$ cat src/fcs_cfg.svh
// Offsets, field positions, reset values and timing counts for the floppy command set.
`ifndef FCS_CFG_SVH
`define FCS_CFG_SVH
`define FCS_CLK_NS 40
`define FCS_STEP_NS 3000
`define FCS_STEP_CYC ((`FCS_STEP_NS) / (`FCS_CLK_NS))
`define FCS_CMD_FORMAT 8'h0d
`define FCS_MASK_DENS 8'hbf
`define FCS_CMD_RECAL 8'h07
`define FCS_CMD_SENSE 8'h08
`define FCS_CMD_SPECIFY 8'h03
`define FCS_CMD_SEEK 8'h0f
`define FCS_CMD_CONFIG 8'h13
`define FCS_CMD_RSEEK 8'h8f
`define FCS_MASK_DIR 8'hbf
`define FCS_CMD_DUMP 8'h0e
`define FCS_CMD_PERP 8'h12
`define FCS_CMD_LOCK 8'h14
`define FCS_MASK_LOCK 8'h7f
`define FCS_LOCK_BIT 7
`define FCS_RSEEK_DIR_BIT 6
`define FCS_LOCK_RES_BIT 4
`define FCS_ST0_SEEK_END 8'h20
`define FCS_ST0_NO_INT 8'h80
`define FCS_PERP_OW_BIT 7
`define FCS_FMT_RES_N 4'h7
`define FCS_DUMP_RES_N 4'ha
`define FCS_REG_CMD 8'h00
`define FCS_REG_RES 8'h04
`define FCS_REG_STAT 8'h08
`define FCS_REG_ISTAT 8'h0c
`define FCS_REG_IMASK 8'h10
`define FCS_INT_DEV 0
`define FCS_INT_RES 1
`define FCS_INT_CMD 2
`define FCS_IMASK_RST 3'h0
`endif

$ cat src/fcs_pkg.sv
// Types shared by both ends of the floppy command set link.
package fcs_pkg;
  typedef enum logic [5:0] {
    S_CMD = 6'b00_0001,
    S_PARAM = 6'b00_0010,
    S_LAUNCH = 6'b00_0100,
    S_FMT = 6'b00_1000,
    S_MOVE = 6'b01_0000,
    S_RES = 6'b10_0000
  } fcs_state_t;
  typedef enum logic [3:0] {
    OP_NONE, OP_FMT, OP_RECAL, OP_SENSE, OP_SPEC, OP_SEEK,
    OP_CONF, OP_RSEEK, OP_DUMP, OP_PERP, OP_LOCK
  } fcs_op_t;
endpackage

$ cat src/fcs_if.sv
// Byte link between the host end and the controller end.
`timescale 1ns/1ns
interface fcs_if;
  logic wr_strobe;
  logic [7:0] wr_byte;
  logic rd_strobe;
  logic [7:0] rd_byte;
  logic rqm;
  logic dio;
  logic busy;
  logic irq;
  modport dev (input wr_strobe, wr_byte, rd_strobe, output rd_byte, rqm, dio, busy, irq);
  modport host (output wr_strobe, wr_byte, rd_strobe, input rd_byte, rqm, dio, busy, irq);
endinterface

$ cat src/fcs_dev.sv
// Controller end: command decode, parameter capture, head movement and result bytes.
// Contract
// - Format: opcode, drive/head, four params, IDs, results.
// - Recalibrate steps out to track zero, interrupts.
// - Sense interrupt: 08h, returns status and cylinder.
// - Sense reports the last finished head move.
// - Seek 0Fh, drive/head, target cylinder, moves head.
// - Specify 03h, step/unload byte, load/non-DMA byte.
// - Configure 13h, zero byte, flags/threshold, precomp cylinder.
// - Relative seek: bit7, direction bit6, unsigned count.
// - Register dump returns ten internal state bytes.
// - Perpendicular 12h with overwrite, drive, gap bits.
// - Lock returns requested lock state in bit4.
//
// The placing of the registers and the APB slave port were decided locally.
`timescale 1ns/1ns
`include "fcs_cfg.svh"
module fcs_dev import fcs_pkg::*; #(
  parameter int STEP_CYC = `FCS_STEP_CYC
) (
  input wire logic clock_i, // core clock
  input wire logic arst_n_i, // asynchronous reset, active low
  fcs_if.dev link, // byte link to the host
  input wire logic trk0_i, // selected drive reports cylinder zero
  output logic [1:0] drive_sel_o, // selected drive
  output logic head_select_o, // selected head
  output logic step_o, // one-cycle step pulse
  output logic step_dir_o, // 1 steps inward
  output logic non_dma_o // non-DMA mode chosen by specify
);
  fcs_state_t st_q;
  fcs_op_t op_q;
  logic [7:0] cmd_q;
  logic [7:0] pbuf_q [0:4];
  logic [2:0] pcnt_q;
  logic [9:0] idcnt_q;
  logic [3:0] ridx_q;
  logic [7:0] pcn_q [0:3];
  logic [7:0] tgt_q;
  logic [15:0] tmr_q;
  logic [3:0] step_rate_time_q, head_unload_time_q;
  logic [6:0] head_load_time_q;
  logic implied_seek_en_q, queue_disable_q, poll_disable_q;
  logic [3:0] queue_threshold_q;
  logic [7:0] precomp_start_cyl_q, final_sector_number_q;
  logic lock_q, overwrite_enable_q, gap_mode_q, write_gate_mode_q;
  logic [3:0] perp_drive_q;
  logic irq_q, sense_ok_q;
  logic [7:0] sis_st0_q, sis_pcn_q;
  logic step_q, dir_q, head_q;
  logic [1:0] drv_q;

  function automatic fcs_op_t decode(input logic [7:0] b);
    if ((b & `FCS_MASK_DENS) == `FCS_CMD_FORMAT) return OP_FMT;
    if (b == `FCS_CMD_RECAL) return OP_RECAL;
    if (b == `FCS_CMD_SENSE) return OP_SENSE;
    if (b == `FCS_CMD_SPECIFY) return OP_SPEC;
    if (b == `FCS_CMD_SEEK) return OP_SEEK;
    if (b == `FCS_CMD_CONFIG) return OP_CONF;
    if ((b & `FCS_MASK_DIR) == `FCS_CMD_RSEEK) return OP_RSEEK;
    if (b == `FCS_CMD_DUMP) return OP_DUMP;
    if (b == `FCS_CMD_PERP) return OP_PERP;
    if ((b & `FCS_MASK_LOCK) == `FCS_CMD_LOCK) return OP_LOCK;
    return OP_NONE;
  endfunction

  function automatic logic [2:0] n_params(input fcs_op_t op);
    case (op)
      OP_FMT: return 3'd5;
      OP_RECAL, OP_PERP: return 3'd1;
      OP_SPEC, OP_SEEK, OP_RSEEK: return 3'd2;
      OP_CONF: return 3'd3;
      default: return 3'd0;
    endcase
  endfunction

  wire fcs_op_t in_op = decode(link.wr_byte);
  wire [2:0] in_np = n_params(in_op);
  wire [1:0] p_drv = pbuf_q[0][1:0];
  wire [7:0] cur_pcn = pcn_q[drv_q];
  wire [9:0] id_total = {pbuf_q[2], 2'b00};
  // A relative move starts from the drive named in the command, not the last one moved.
  wire [8:0] rs_up = {1'b0, pcn_q[p_drv]} + {1'b0, pbuf_q[1]};
  wire [7:0] rs_dn = (pcn_q[p_drv] > pbuf_q[1]) ? pcn_q[p_drv] - pbuf_q[1] : 8'h00;
  wire [7:0] rs_tgt = cmd_q[`FCS_RSEEK_DIR_BIT] ? (rs_up[8] ? 8'hff : rs_up[7:0]) : rs_dn;
  wire tick = (tmr_q == 16'(STEP_CYC - 1));
  wire move_done = (op_q == OP_RECAL) ? trk0_i : (cur_pcn == tgt_q);

  logic [3:0] n_res;
  logic [7:0] res_byte;
  always_comb begin
    n_res = 4'd1;
    res_byte = 8'h00;
    unique case (op_q)
      OP_FMT: begin
        n_res = `FCS_FMT_RES_N;
        res_byte = (ridx_q == 4'd0) ? {5'b0_0000, head_q, drv_q} : 8'h00;
      end
      OP_SENSE: begin
        n_res = sense_ok_q ? 4'd2 : 4'd1;
        if (!sense_ok_q) res_byte = `FCS_ST0_NO_INT;
        else res_byte = (ridx_q == 4'd0) ? sis_st0_q : sis_pcn_q;
      end
      OP_LOCK: begin
        res_byte = 8'h00;
        res_byte[`FCS_LOCK_RES_BIT] = lock_q;
      end
      OP_DUMP: begin
        n_res = `FCS_DUMP_RES_N;
        case (ridx_q)
          4'd0, 4'd1, 4'd2, 4'd3: res_byte = pcn_q[ridx_q[1:0]];
          4'd4: res_byte = {step_rate_time_q, head_unload_time_q};
          4'd5: res_byte = {head_load_time_q, non_dma_o};
          4'd6: res_byte = final_sector_number_q;
          4'd7: res_byte = {lock_q, 1'b0, perp_drive_q, gap_mode_q, write_gate_mode_q};
          4'd8: res_byte = {1'b0, implied_seek_en_q, queue_disable_q, poll_disable_q,
                            queue_threshold_q};
          4'd9: res_byte = precomp_start_cyl_q;
          default: res_byte = 8'h00;
        endcase
      end
      default: begin
        n_res = 4'd1;
        res_byte = 8'h00;
      end
    endcase
  end

  // Host may hand over a byte only while the ready flag shows the right direction.
  assign link.rqm = st_q inside {S_CMD, S_PARAM, S_FMT, S_RES};
  assign link.dio = (st_q == S_RES);
  assign link.busy = (st_q != S_CMD);
  assign link.irq = irq_q;
  assign link.rd_byte = res_byte;
  assign drive_sel_o = drv_q;
  assign head_select_o = head_q;
  assign step_o = step_q;
  assign step_dir_o = dir_q;

  wire take_wr = link.wr_strobe && link.rqm && !link.dio;
  wire take_rd = link.rd_strobe && link.dio;

  always_ff @(posedge clock_i or negedge arst_n_i) begin
    if (!arst_n_i) begin
      st_q <= S_CMD;
      op_q <= OP_NONE;
      cmd_q <= 8'h00;
      pcnt_q <= 3'd0;
      idcnt_q <= 10'd0;
      ridx_q <= 4'd0;
      tgt_q <= 8'h00;
      tmr_q <= 16'h0000;
      for (int i = 0; i < 5; i++) pbuf_q[i] <= 8'h00;
      for (int i = 0; i < 4; i++) pcn_q[i] <= 8'h00;
      step_rate_time_q <= 4'h0;
      head_unload_time_q <= 4'h0;
      head_load_time_q <= 7'h00;
      non_dma_o <= 1'b0;
      implied_seek_en_q <= 1'b0;
      queue_disable_q <= 1'b0;
      poll_disable_q <= 1'b0;
      queue_threshold_q <= 4'h0;
      precomp_start_cyl_q <= 8'h00;
      final_sector_number_q <= 8'h00;
      lock_q <= 1'b0;
      overwrite_enable_q <= 1'b0;
      perp_drive_q <= 4'h0;
      gap_mode_q <= 1'b0;
      write_gate_mode_q <= 1'b0;
      irq_q <= 1'b0;
      sense_ok_q <= 1'b0;
      sis_st0_q <= 8'h00;
      sis_pcn_q <= 8'h00;
      step_q <= 1'b0;
      dir_q <= 1'b0;
      head_q <= 1'b0;
      drv_q <= 2'd0;
    end else begin
      step_q <= 1'b0;
      unique case (st_q)
        S_CMD: begin
          // Unknown opcodes are dropped so the controller stays ready for a command.
          if (take_wr && in_op != OP_NONE) begin
            op_q <= in_op;
            cmd_q <= link.wr_byte;
            pcnt_q <= 3'd0;
            st_q <= (in_np == 3'd0) ? S_LAUNCH : S_PARAM;
            if (in_op == OP_SENSE) begin
              sense_ok_q <= irq_q;
              irq_q <= 1'b0;
            end
          end
        end
        S_PARAM: begin
          if (take_wr) begin
            pbuf_q[pcnt_q] <= link.wr_byte;
            pcnt_q <= pcnt_q + 3'd1;
            if (pcnt_q == n_params(op_q) - 3'd1) st_q <= S_LAUNCH;
          end
        end
        S_LAUNCH: begin
          ridx_q <= 4'd0;
          idcnt_q <= 10'd0;
          tmr_q <= 16'h0000;
          st_q <= S_RES;
          unique case (op_q)
            OP_SPEC: begin
              {step_rate_time_q, head_unload_time_q} <= pbuf_q[0];
              {head_load_time_q, non_dma_o} <= pbuf_q[1];
              st_q <= S_CMD;
            end
            OP_CONF: begin
              {implied_seek_en_q, queue_disable_q, poll_disable_q} <= pbuf_q[1][6:4];
              queue_threshold_q <= pbuf_q[1][3:0];
              precomp_start_cyl_q <= pbuf_q[2];
              st_q <= S_CMD;
            end
            OP_PERP: begin
              overwrite_enable_q <= pbuf_q[0][`FCS_PERP_OW_BIT];
              if (pbuf_q[0][`FCS_PERP_OW_BIT]) perp_drive_q <= pbuf_q[0][5:2];
              {gap_mode_q, write_gate_mode_q} <= pbuf_q[0][1:0];
              st_q <= S_CMD;
            end
            OP_LOCK: lock_q <= cmd_q[`FCS_LOCK_BIT];
            OP_SEEK, OP_RECAL, OP_RSEEK: begin
              drv_q <= p_drv;
              head_q <= pbuf_q[0][2];
              tgt_q <= (op_q == OP_RSEEK) ? rs_tgt : pbuf_q[1];
              st_q <= S_MOVE;
            end
            OP_FMT: begin
              drv_q <= p_drv;
              head_q <= pbuf_q[0][2];
              final_sector_number_q <= pbuf_q[2];
              st_q <= (pbuf_q[2] == 8'h00) ? S_RES : S_FMT;
            end
            default: st_q <= S_RES;
          endcase
        end
        S_FMT: begin
          // Four ID bytes per sector; the track write itself happens on the drive side.
          if (take_wr) begin
            idcnt_q <= idcnt_q + 10'd1;
            if (idcnt_q == id_total - 10'd1) st_q <= S_RES;
          end
        end
        S_MOVE: begin
          tmr_q <= tick ? 16'h0000 : tmr_q + 16'h0001;
          if (tick) begin
            if (move_done) begin
              if (op_q == OP_RECAL) pcn_q[drv_q] <= 8'h00;
              sis_st0_q <= `FCS_ST0_SEEK_END | {5'b0_0000, head_q, drv_q};
              sis_pcn_q <= (op_q == OP_RECAL) ? 8'h00 : cur_pcn;
              irq_q <= 1'b1;
              st_q <= S_CMD;
            end else begin
              step_q <= 1'b1;
              dir_q <= (op_q != OP_RECAL) && (tgt_q > cur_pcn);
              if (op_q != OP_RECAL && tgt_q > cur_pcn) pcn_q[drv_q] <= cur_pcn + 8'h01;
              else if (cur_pcn != 8'h00) pcn_q[drv_q] <= cur_pcn - 8'h01;
            end
          end
        end
        S_RES: begin
          if (take_rd) begin
            ridx_q <= ridx_q + 4'd1;
            if (ridx_q == n_res - 4'd1) st_q <= S_CMD;
          end
        end
      endcase
    end
  end
endmodule

$ cat src/flat_wrapper.sv
// flat-port wrapper written by rule: the top's interface ports become plain ports
module fcs_dev_flat import fcs_pkg::*;
#(
  parameter int STEP_CYC = `FCS_STEP_CYC
)
  (clock_i, arst_n_i, trk0_i, drive_sel_o, head_select_o, step_o, step_dir_o, non_dma_o, link_wr_strobe, link_wr_byte, link_rd_strobe, link_rd_byte, link_rqm, link_dio, link_busy, link_irq);
  fcs_if link_i ();
  input wire logic clock_i;
  input wire logic arst_n_i;
  input wire logic trk0_i;
  output logic [1:0] drive_sel_o;
  output logic head_select_o;
  output logic step_o;
  output logic step_dir_o;
  output logic non_dma_o;
  input wire logic [$bits(link_i.wr_strobe)-1:0] link_wr_strobe;
  input wire logic [$bits(link_i.wr_byte)-1:0] link_wr_byte;
  input wire logic [$bits(link_i.rd_strobe)-1:0] link_rd_strobe;
  output wire logic [$bits(link_i.rd_byte)-1:0] link_rd_byte;
  output wire logic [$bits(link_i.rqm)-1:0] link_rqm;
  output wire logic [$bits(link_i.dio)-1:0] link_dio;
  output wire logic [$bits(link_i.busy)-1:0] link_busy;
  output wire logic [$bits(link_i.irq)-1:0] link_irq;
  assign link_i.wr_strobe = link_wr_strobe;
  assign link_i.wr_byte = link_wr_byte;
  assign link_i.rd_strobe = link_rd_strobe;
  assign link_rd_byte = link_i.rd_byte;
  assign link_rqm = link_i.rqm;
  assign link_dio = link_i.dio;
  assign link_busy = link_i.busy;
  assign link_irq = link_i.irq;
  fcs_dev #(.STEP_CYC(STEP_CYC)) u_core (.clock_i(clock_i), .arst_n_i(arst_n_i), .link(link_i), .trk0_i(trk0_i), .drive_sel_o(drive_sel_o), .head_select_o(head_select_o), .step_o(step_o), .step_dir_o(step_dir_o), .non_dma_o(non_dma_o));
endmodule
$ cat config.mk
export PLATFORM = sky130hd
export DESIGN_NAME = fcs_dev_flat
export DESIGN_NICKNAME = d
export VERILOG_FILES = /design/src/fcs_pkg.sv /design/src/fcs_if.sv /design/src/fcs_dev.sv /design/src/flat_wrapper.sv
export VERILOG_INCLUDE_DIRS = /design/src
export SDC_FILE = /design/constraint.sdc
export NUM_CORES = 1
export LEC_CHECK = 0
export BUFFER_PORTS_ARGS = -buffer_cell sky130_fd_sc_hd__buf_2
export CAP_MARGIN = 10
export CORE_MARGIN = 10
export CORE_UTILIZATION = 38
export CTS_CLUSTER_DIAMETER = 30
export DETAILED_ROUTE_END_ITERATION = 8
export GPL_ROUTABILITY_DRIVEN = 1
export PLACE_DENSITY_LB_ADDON = 0.12
export SLEW_MARGIN = 20
export SYNTH_ARGS = -nofsm -noshare
export SYNTH_HDL_FRONTEND = slang
export SYNTH_SLANG_ARGS = --single-unit
$ cat constraint.sdc
create_clock -name clock_i -period 3.49 [get_ports clock_i]
set_clock_uncertainty 0.15 [all_clocks]
set_input_delay 0.5235 -clock clock_i [delete_from_list [all_inputs] [get_ports clock_i]]
set_output_delay 0.5235 -clock clock_i [all_outputs]
set_load 0.05 [all_outputs]
==> out/qor.csv, run 1 <==
metric;value;unit
outcome;finished clean;
Synth Cell Area;10500;µm²
H-tree levels;4;
Worst IR Drop VDD;0.296;mV
DRC viols;0;
warnings from Yosys;0;
row count;60;
die extent in x;186;µm
total track usage;17.9;%
Reg power frac;39.7;%
Syn Area/Cell;9.65;µm²
Primary FF master, synth;dfrtp_1;
Power Internal;4.04;mW
Via density;5.60;
Leak Pwr;5.31;nW
Synth-to-Final Area Change;12.4;%
DP HPWL;23000;µm
Final period util;97.1;%
CTS Buffer Depth;2;
most common cell after layout, fill and taps aside;dfrtp_1;
relative slew slack;39.8;%
Placeable Area;27100;µm²
starting density of the core;38.8;%
f_max;295;MHz
Clock transition at path regs;0.07;ns
Finished Core Util;43.6;%
drt initial violations;820;
pins over their slew limit;0;
vias in the first global route;8095;
Seq cells post-synth;174;
net count after synthesis;1142;
DR pass1 iterations;7;
Routed WL;31000;µm
TritonCTS Buffers;17;
fillers;2679;
diode count;0;
Setup TNS;0;ns
GP Congestion;0.864;
grt ovf;0;
number of I/O port buffers;30;
Synth cell types;85;
Switch Pwr;2.53;mW
placed insts;1468;
Die H;186;µm
Final ANT Viol Nets;0;
CP Capture Type;output pin;
HP Class;input port to flip-flop;
Arr. time, crit path;2.71;ns
FF/Latch Area;4360;µm²
CTS tree;built;
asr flop ratio synth;100;%
CP required;2.82;ns
Final Hold Fails;0;
number of synthesized flops with an enable pin;0;
WL/cell;20.6;µm
Placement Setup Slack;0.0607;ns
Final min period;3.39;ns
Least-Margin Pin Slew;0.903;ns
Sw Ratio;38.5;%
# clock sinks;174;
via count;8423;
post-synthesis sequential area ratio;41.4;%
commonest cells after routing, fill and taps aside;171 x dfrtp_1, 156 x nand2_1, 103 x o21ai_0, 64 x nor2_1, 50 x mux2_2;
Worst Setup Start Kind;flip-flop;
nets;1172;
Die ar.;34700;µm²
Gate Count Post-Synth;1089;
Non-Filler Instances;1504;
largest net degree at the start of global routing;72;
post-route setup slack;0.102;ns
CP Max Fanout;8;
critical path class;flip-flop to output pin;
first-pass GRT wire length;49600;µm
combinational power share;32.1;%
Clock Power Share;28.2;%
Root Driver;clkbuf_16;
pwr dens;557;nW/µm²
antenna violations before repair;0;
clk_lat worst skew;0.44;ns
area of the multi-input gates;5730;µm²
I/O Pins;31;
layout cells sized above 1;19.2;%
max cap viols;0;
Setup Viol. Count Final;0;
-- per-layer routing --
layer  vias up  track usage (%)  wire length [µm]
met5         -                0                 0
met1      4170             26.8             15300
met4         0             5.35               536
li1       3986                -                 -
met3        29             2.50              1680
met2       238             25.8             13500
-- path summary, 6_finish.rpt --
check | to | from | slack (ns) | cells past startpoint
max reg2reg | u_core.tgt_q[3] | u_core.p_drv[0] | 0.21 | 11
min in group asynchronous | u_core.cmd_q[6] | arst_n_i | 0.43 | 2
min reg2reg | u_core.sis_st0_q[5] | u_core.sis_st0_q[5] | 0.33 | 1
max | link_rd_byte[1] | u_core.ridx_q[0] | 0.10 | 9
min | u_core.ridx_q[0] | link_rd_strobe | 0.25 | 3
max in group asynchronous | u_core.st_q[0] | arst_n_i | 1.89 | 3
-- cell families (layout without fill, tap and decap cells) --
| logic type | after synthesis | count (layout) | synth area share (%) |
|---|---|---|---|
| DFF | 174 | 174 | 41.4 |
| and+or+nand+nor | 382 | 382 | 18.3 |
| xor gates and xnor gates | 45 | 45 | 3.75 |
| adders and majority gates | 40 | 40 | 4.90 |
| muxes | 89 | 89 | 12.0 |
| buffers and inverters | 108 | 151 | 4.68 |
| AOI/OAI and AO/OA | 251 | 251 | 15.0 |
-- registers in the layout (all words and copies together) (netlist names), 6 cells and up --
register / cells
u_core.head_load_time_q: 7
u_core.pcn_q: 32
u_core.idcnt_q: 10
u_core.tmr_q: 16
u_core.pbuf_q: 14
u_core.id_total: 8
u_core.tgt_q: 8
u_core.sis_pcn_q: 8
u_core.precomp_start_cyl_q: 8
u_core.st_q: 6
u_core.final_sector_number_q: 8
-- worst max-delay path, cell delays in order, from the launching register on --
cell	delay, ns
dfrtp_2	0.42
inv_1	0.11
ha_1	0.27
buf_4	0.20
nor2_1	0.11
a21oi_1	0.08
o311a_1	0.33
buf_4	0.17
a221o_1	0.36
buf_2	0.23
-- area by class of cell --
type                            instances  area share (%)
Multi-Input combinational cell        807            48.5
Sequential cell                       174            36.9
Timing Repair Buffer                   77            4.62
Tap cell                              372            3.94
Clock buffer                           18            3.63
Inverter                               42            1.33
Clock inverter                         14            1.03
-- power by group through the flow --
stage	Combinational, mW	Clock, mW	Sequential [mW]
after floorplan	1.50	0	2.48
after global placement	2.04	0	2.65
after detailed placement	2.05	0	2.64
after CTS	2.06	1.90	2.61
after global routing	2.36	1.97	2.65
final	2.11	1.85	2.61
-- Yosys cell counts (all sizes together) (27+ instances only) --
cell / number / share of area, %
a21oi: 40 / 1.9
inv: 42 / 1.5
ha: 38 / 4.5
nand2: 156 / 5.6
nor2: 67 / 2.4
nand3: 40 / 2.0
clkbuf: 39 / 1.4
dfrtp: 173 / 41
mux2: 53 / 5.7
o21ai: 112 / 5.4
buf: 27 / 1.8
-- metrics by stage --
stage | hold slack [ns] | instance area (µm²) | total power, mW
2_1_floorplan | 0.0779 | 10500 | 3.97
3_3_place_gp | 0.311 | 11200 | 4.68
3_5_place_dp | 0.311 | 11200 | 4.69
4_1_cts | 0.232 | 11700 | 6.57
5_1_grt | 0.280 | 11800 | 6.98
6_report | 0.247 | 11800 | 6.58
-- timing repair --
item / CTS / global route
setup endpoints to repair: 5 / 18
hold buffers: 1 / 0
pin swaps: 0 / 3
gates resized for setup: 2 / 17
hold endpoints to repair: 45 / 0
setup buffers: 0 / 3
(Power assumes the default switching activity.)
==> inputs of run 2 (changes only) <==
--- a/config.mk
+++ b/config.mk
@@ -9,7 +9,7 @@
 export BUFFER_PORTS_ARGS = -buffer_cell sky130_fd_sc_hd__buf_2
 export CAP_MARGIN = 10
 export CORE_MARGIN = 10
-export CORE_UTILIZATION = 38
+export CORE_UTILIZATION = 25
 export CTS_CLUSTER_DIAMETER = 30
 export DETAILED_ROUTE_END_ITERATION = 8
 export GPL_ROUTABILITY_DRIVEN = 1
==> constraint.sdc (replaced) <==
create_clock -name clock_i -period 3.49 [get_ports clock_i]
set_clock_uncertainty 0.15 [all_clocks]
set_input_delay 0.5235 -clock clock_i [delete_from_list [all_inputs] [get_ports clock_i]]
set_output_delay 0.5235 -clock clock_i [all_outputs]
set_load 0.005 [all_outputs]
==> run 2 against run 1 <==
Effect of this change: count of clock-buffer cells in the layout did not move; global-route usage is 3.6 points lower; routed wire length grew 12%; hold slack lost 0.020 ns; sequential power barely moved; combinational power grew 5%; non-clock buffer count grew 13; final cell count increased by 12%; register-to-register slack improved by 0.04 ns; sequential cell count is the same; highest routed layer unchanged.
==> out/qor.csv, run 2 (same netlist as run 1, synthesis figures left out) <==
metric;value;unit
outcome;finished clean;
GP Congestion;0.794;
WL/cell;20.7;µm
total track usage;14.2;%
Arr. time, crit path;2.76;ns
Final Cell Area;12300;µm²
Die H;225;µm
Setup Viol. Count Final;0;
nets;1185;
first-pass GRT wire length;54900;µm
RSZ-0062 raised after global routing;yes;
Top Registers;u_core.pcn_q: 32 flops, u_core.tmr_q: 16 flops, u_core.pbuf_q: 14 flops;
FF/Latch Area;4360;µm²
TritonCTS Buffers;17;
CP Max Fanout;5;
relative slew slack;36.2;%
Register-to-Register Path Depth;13;
drt initial violations;687;
diode count;0;
critical path class;flip-flop to output pin;
via count;8384;
DRC viols;0;
layout cells sized above 1;20.7;%
Worst IR Drop VDD;0.359;mV
largest net degree at the start of global routing;78;
fillers;4361;
WHS;0.228;ns
Root Driver;clkbuf_16;
I/O Pins;31;
vias in the first global route;8480;
DR pass1 iterations;5;
Finished Core Util;29.4;%
hold path startpoint;link_rd_strobe;
Synth-to-Final Area Change;16.6;%
flop-to-flop setup slack;0.25;ns
pins over their slew limit;0;
Die ar.;50600;µm²
commonest cells after routing, fill and taps aside;171 x dfrtp_1, 156 x nand2_1, 104 x o21ai_0, 64 x nor2_1;
Routed WL;34800;µm
Reg with most FFs;u_core.pcn_q;
most common cell after layout, fill and taps aside;dfrtp_1;
DP HPWL;25900;µm
area of the multi-input gates;5760;µm²
CP Launch Point;u_core.ridx_q[0];
CTS Buffer Depth;2;
CP required;2.82;ns
Worst Setup Start Kind;flip-flop;
Final ANT Viol Nets;0;
Least-Margin Pin Slew;0.956;ns
Final period util;98.3;%
CP Capture Type;output pin;
number of I/O port buffers;30;
Setup TNS;0;ns
placed inst area;11500;µm²
Reg-to-Reg End;u_core.tgt_q[1];
max cap viols;0;
pwr dens;557;nW/µm²
worst r2r src;u_core.p_drv[0];
Final min period;3.43;ns
Clock transition at path regs;0.08;ns
antenna violations before repair;0;
H-tree levels;4;
grt ovf;0;
die extent in x;225;µm
CP endpoint;link_rd_byte[4];
max reg flops;32;
f_max;292;MHz
row count;75;
Final Hold Fails;0;
CTS tree;built;
# clock sinks;174;
Leak Pwr;5.41;nW
Via density;4.98;
Placeable Area;41800;µm²
starting density of the core;25.2;%
HP Class;input port to flip-flop;
Overall Power;6.83;mW
clk_lat worst skew;0.46;ns
run 2: routing by layer:
metal	wire length [µm]	global-route usage (%)	vias to the layer above
met4	474	3.97	0
met3	1070	2.00	24
met5	0	0	-
met2	15600	21.5	151
met1	17700	20.7	4192
li1	-	-	4017
run 2: cell type report:
cell class	instances	share of cell area [%]
inverters	42	1.29
multi-input cells	807	47.0
well taps	539	5.50
clock buffers	18	3.58
flip-flops and latches	174	35.6
clock inverters	14	1.32
repair buffers	90	5.75
run 2: critical path, cell delays in order (launching register included):
cell and delay (ns):
dfrtp_2 0.47, buf_6 0.14, ha_4 0.18, a22o_1 0.19, a221oi_2 0.18, buf_4 0.17
o22ai_2 0.07, a222oi_1 0.55, buf_4 0.21, inv_2 0.03, buf_6 0.10
run 2: repair_timing:
action | CTS | global route
pin swaps | 2 | 4
cloned | 0 | 0
endpoints found under the hold margin | 55 | 0
gates resized for setup | 14 | 18
setup endpoints to repair | 8 | 15
setup buffers | 5 | 2
hold buffers | 1 | 0
run 2: report_power, final:
part           internal (mW)  switching, mW
sequential              2.29          0.315
combinational          0.893           1.32
clock                   1.09          0.927
total                   4.27           2.56
run 2: metrics by stage:
stage / setup slack (ns) / cells
floorplan: 0.186 / 1089
global placement: 0.0958 / 1645
detailed placement: 0.0463 / 1645
CTS: 0.00285 / 1682
global route: -0.0199 / 1684
finish: 0.0600 / 1684
run 2: worst min path at each step:
stage	endpoint	slack (ns)	depth (start not counted)
2_1_floorplan	u_core.cmd_q[6]	0.08	0
3_3_place_gp	u_core.sis_st0_q[5]	0.31	1
3_5_place_dp	u_core.sis_st0_q[5]	0.31	1
4_1_cts	u_core.ridx_q[0]	0.20	3
5_1_grt	u_core.ridx_q[0]	0.24	3
6_report	u_core.ridx_q[0]	0.23	3
==> inputs of run 3 (changes only) <==
--- a/config.mk
+++ b/config.mk
@@ -8,8 +8,9 @@
 export LEC_CHECK = 0
 export BUFFER_PORTS_ARGS = -buffer_cell sky130_fd_sc_hd__buf_2
 export CAP_MARGIN = 10
-export CORE_MARGIN = 10
+export CORE_MARGIN = 5
 export CORE_UTILIZATION = 25
+export CTS_BUF_LIST = sky130_fd_sc_hd__clkbuf_4 sky130_fd_sc_hd__clkbuf_8
 export CTS_CLUSTER_DIAMETER = 30
 export DETAILED_ROUTE_END_ITERATION = 8
 export GPL_ROUTABILITY_DRIVEN = 1
==> run 3 against run 2 <==
Effect of this change: setup slack got worse by 0.018 ns; sequential power barely moved; die area fell by 8.7%; hold slack got worse by 0.034 ns.
==> out/qor.csv, run 3 (same netlist as run 1, synthesis figures left out) <==
metric;value;unit
CP Max Fanout;8;
Overall Power;6.33;mW
outcome;finished clean;
hold path startpoint;link_rd_strobe;
Reg with most FFs;u_core.pcn_q;
Routed WL;34800;µm
RSZ-0062 raised after global routing;yes;
Die ar.;46200;µm²
GP Congestion;0.806;
Clock transition at path regs;0.11;ns
Top Family by Delay on Critical Path;compound AO/OA/AOI/OAI gates;
clk_lat worst skew;0.51;ns
CTS Buffer Depth;2;
Arr. time, crit path;2.77;ns
layout cells sized above 1;20.8;%
worst r2r src;u_core.p_drv[0];
hold path endpoint;u_core.ridx_q[0];
largest net degree at the start of global routing;66;
DRC viols;0;
DR pass1 iterations;5;
CP bufs+invs;3;
Top Registers;u_core.pcn_q: 32 flops, u_core.tmr_q: 16 flops, u_core.pbuf_q: 14 flops;
area of the multi-input gates;5730;µm²
TritonCTS Buffers;17;
critical path class;flip-flop to output pin;
Least-Margin Pin Slew;0.857;ns
worst path cell trace;inv_1 -> ha_2 -> buf_4 -> a22o_1 -> a221oi_1 -> o22ai_1 -> a221o_1 -> buf_2;
FF/Latch Area;4360;µm²
max cap viols;0;
Worst Setup Start Kind;flip-flop;
Die H;215;µm
Non-Filler Instances;1690;
DP HPWL;26000;µm
Placeable Area;41800;µm²
starting density of the core;25.2;%
WL/cell;20.6;µm
Final period util;98.8;%
Root Driver;clkbuf_8;
die extent in x;215;µm
placed insts;1653;
most common cell after layout, fill and taps aside;dfrtp_1;
CP required;2.82;ns
Setup Viol. Count Final;0;
fillers;4409;
Slowest-stage cell, CP;dfrtp_2;
CP Capture Type;output pin;
via count;8342;
Leak Pwr;5.34;nW
Register-to-Register Path Depth;11;
CTS tree;built;
# clock sinks;174;
total track usage;15.1;%
max reg flops;32;
nets;1191;
f_max;290;MHz
Finished Core Util;28.8;%
flop-to-flop setup slack;0.24;ns
Synth-to-Final Area Change;14.4;%
Final Hold Fails;0;
drt initial violations;535;
I/O Pins;31;
pwr dens;526;nW/µm²
slowest stage delay, CP;0.46;ns
Final ANT Viol Nets;0;
first-pass GRT wire length;54000;µm
grt ovf;0;
Final min period;3.45;ns
number of I/O port buffers;30;
HP Class;input port to flip-flop;
antenna violations before repair;0;
pins over their slew limit;0;
relative slew slack;42.8;%
row count;75;
H-tree levels;4;
Worst IR Drop VDD;0.273;mV
Reg-to-Reg End;u_core.tgt_q[1];
vias in the first global route;8204;
Via density;4.94;
commonest cells after routing, fill and taps aside;172 x dfrtp_1, 156 x nand2_1, 103 x o21ai_0, 64 x nor2_1, 62 x buf_4;
diode count;0;
hold path depth;3;
run 3: changes by cell type in the layout (fill, tap and decap cells not counted), sizes merged:
| cell | before | now |
|---|---|---|
| clkinv | 6 | 2 |
| bufinv | 2 | 1 |
| clkinvlp | 3 | 2 |
| buf | 88 | 94 |
| inv | 45 | 51 |
run 3: worst max-delay path by stage:
stage	start	end	slack (ns)	cells past startpoint
2_1_floorplan	u_core.p_drv[0]	u_core.tgt_q[1]	0.19	12
3_3_place_gp	u_core.p_drv[0]	u_core.tgt_q[3]	0.19	12
3_5_place_dp	u_core.p_drv[0]	u_core.tgt_q[6]	0.10	12
4_1_cts	u_core.ridx_q[1]	link_rd_byte[0]	-0.002	8
5_1_grt	u_core.ridx_q[0]	link_rd_byte[2]	-0.05	8
6_report	u_core.ridx_q[1]	link_rd_byte[1]	0.04	8
run 3: what timing repair did:
action,CTS,global route
hold buffers,1,0
gates resized for setup,5,13
endpoints found under the setup margin,8,17
pin swaps,1,2
endpoints found under the hold margin,61,0
buffers inserted,0,4
run 3: where the power goes:
group	leakage (nW)	switching [mW]	internal, mW
combinational	2.81	1.34	0.861
clock	0.204	0.917	0.625
sequential	2.33	0.307	2.28
total	5.34	2.56	3.77
run 3: through the flow:
step / TNS [ns] / instance area, µm² / hold WS (ns) / worst slack, ns
2_1_floorplan: 0 / 10500 / 0.0779 / 0.186
3_3_place_gp: 0 / 11500 / 0.315 / 0.192
3_5_place_dp: 0 / 11500 / 0.317 / 0.100
4_1_cts: -0.00162 / 11900 / 0.137 / -0.00162
5_1_grt: -0.141 / 12000 / 0.200 / -0.0466
6_report: 0 / 12000 / 0.194 / 0.0419
run 3: cell type report:
cell class,instances,share of cell area (%)
timing repair buffer,96,5.78
clock buffer,18,2.06
multi-input combinational,807,47.6
inverter,42,1.31
tap,539,5.61
clock inverter,14,1.38
sequential,174,36.2
run 3: worst register-to-register path: stages (launching register included):
cell and delay (ns):
dfrtp_1 0.41, buf_4 0.21, mux4_2 0.58, ha_1 0.53
nand3_1 0.12, nor3_1 0.20, or2_2 0.15, o31a_1 0.14
buf_4 0.16, nor2_1 0.05, a221oi_1 0.28, o31ai_1 0.12
run 3: routing by layer:
layer | up-vias | routed length (µm) | GRT usage (%)
li1 | 4019 | - | -
met2 | 123 | 16000 | 23.6
met1 | 4178 | 17600 | 22.4
met3 | 22 | 905 | 2.05
met4 | 0 | 359 | 3.44
met5 | - | 0 | 0
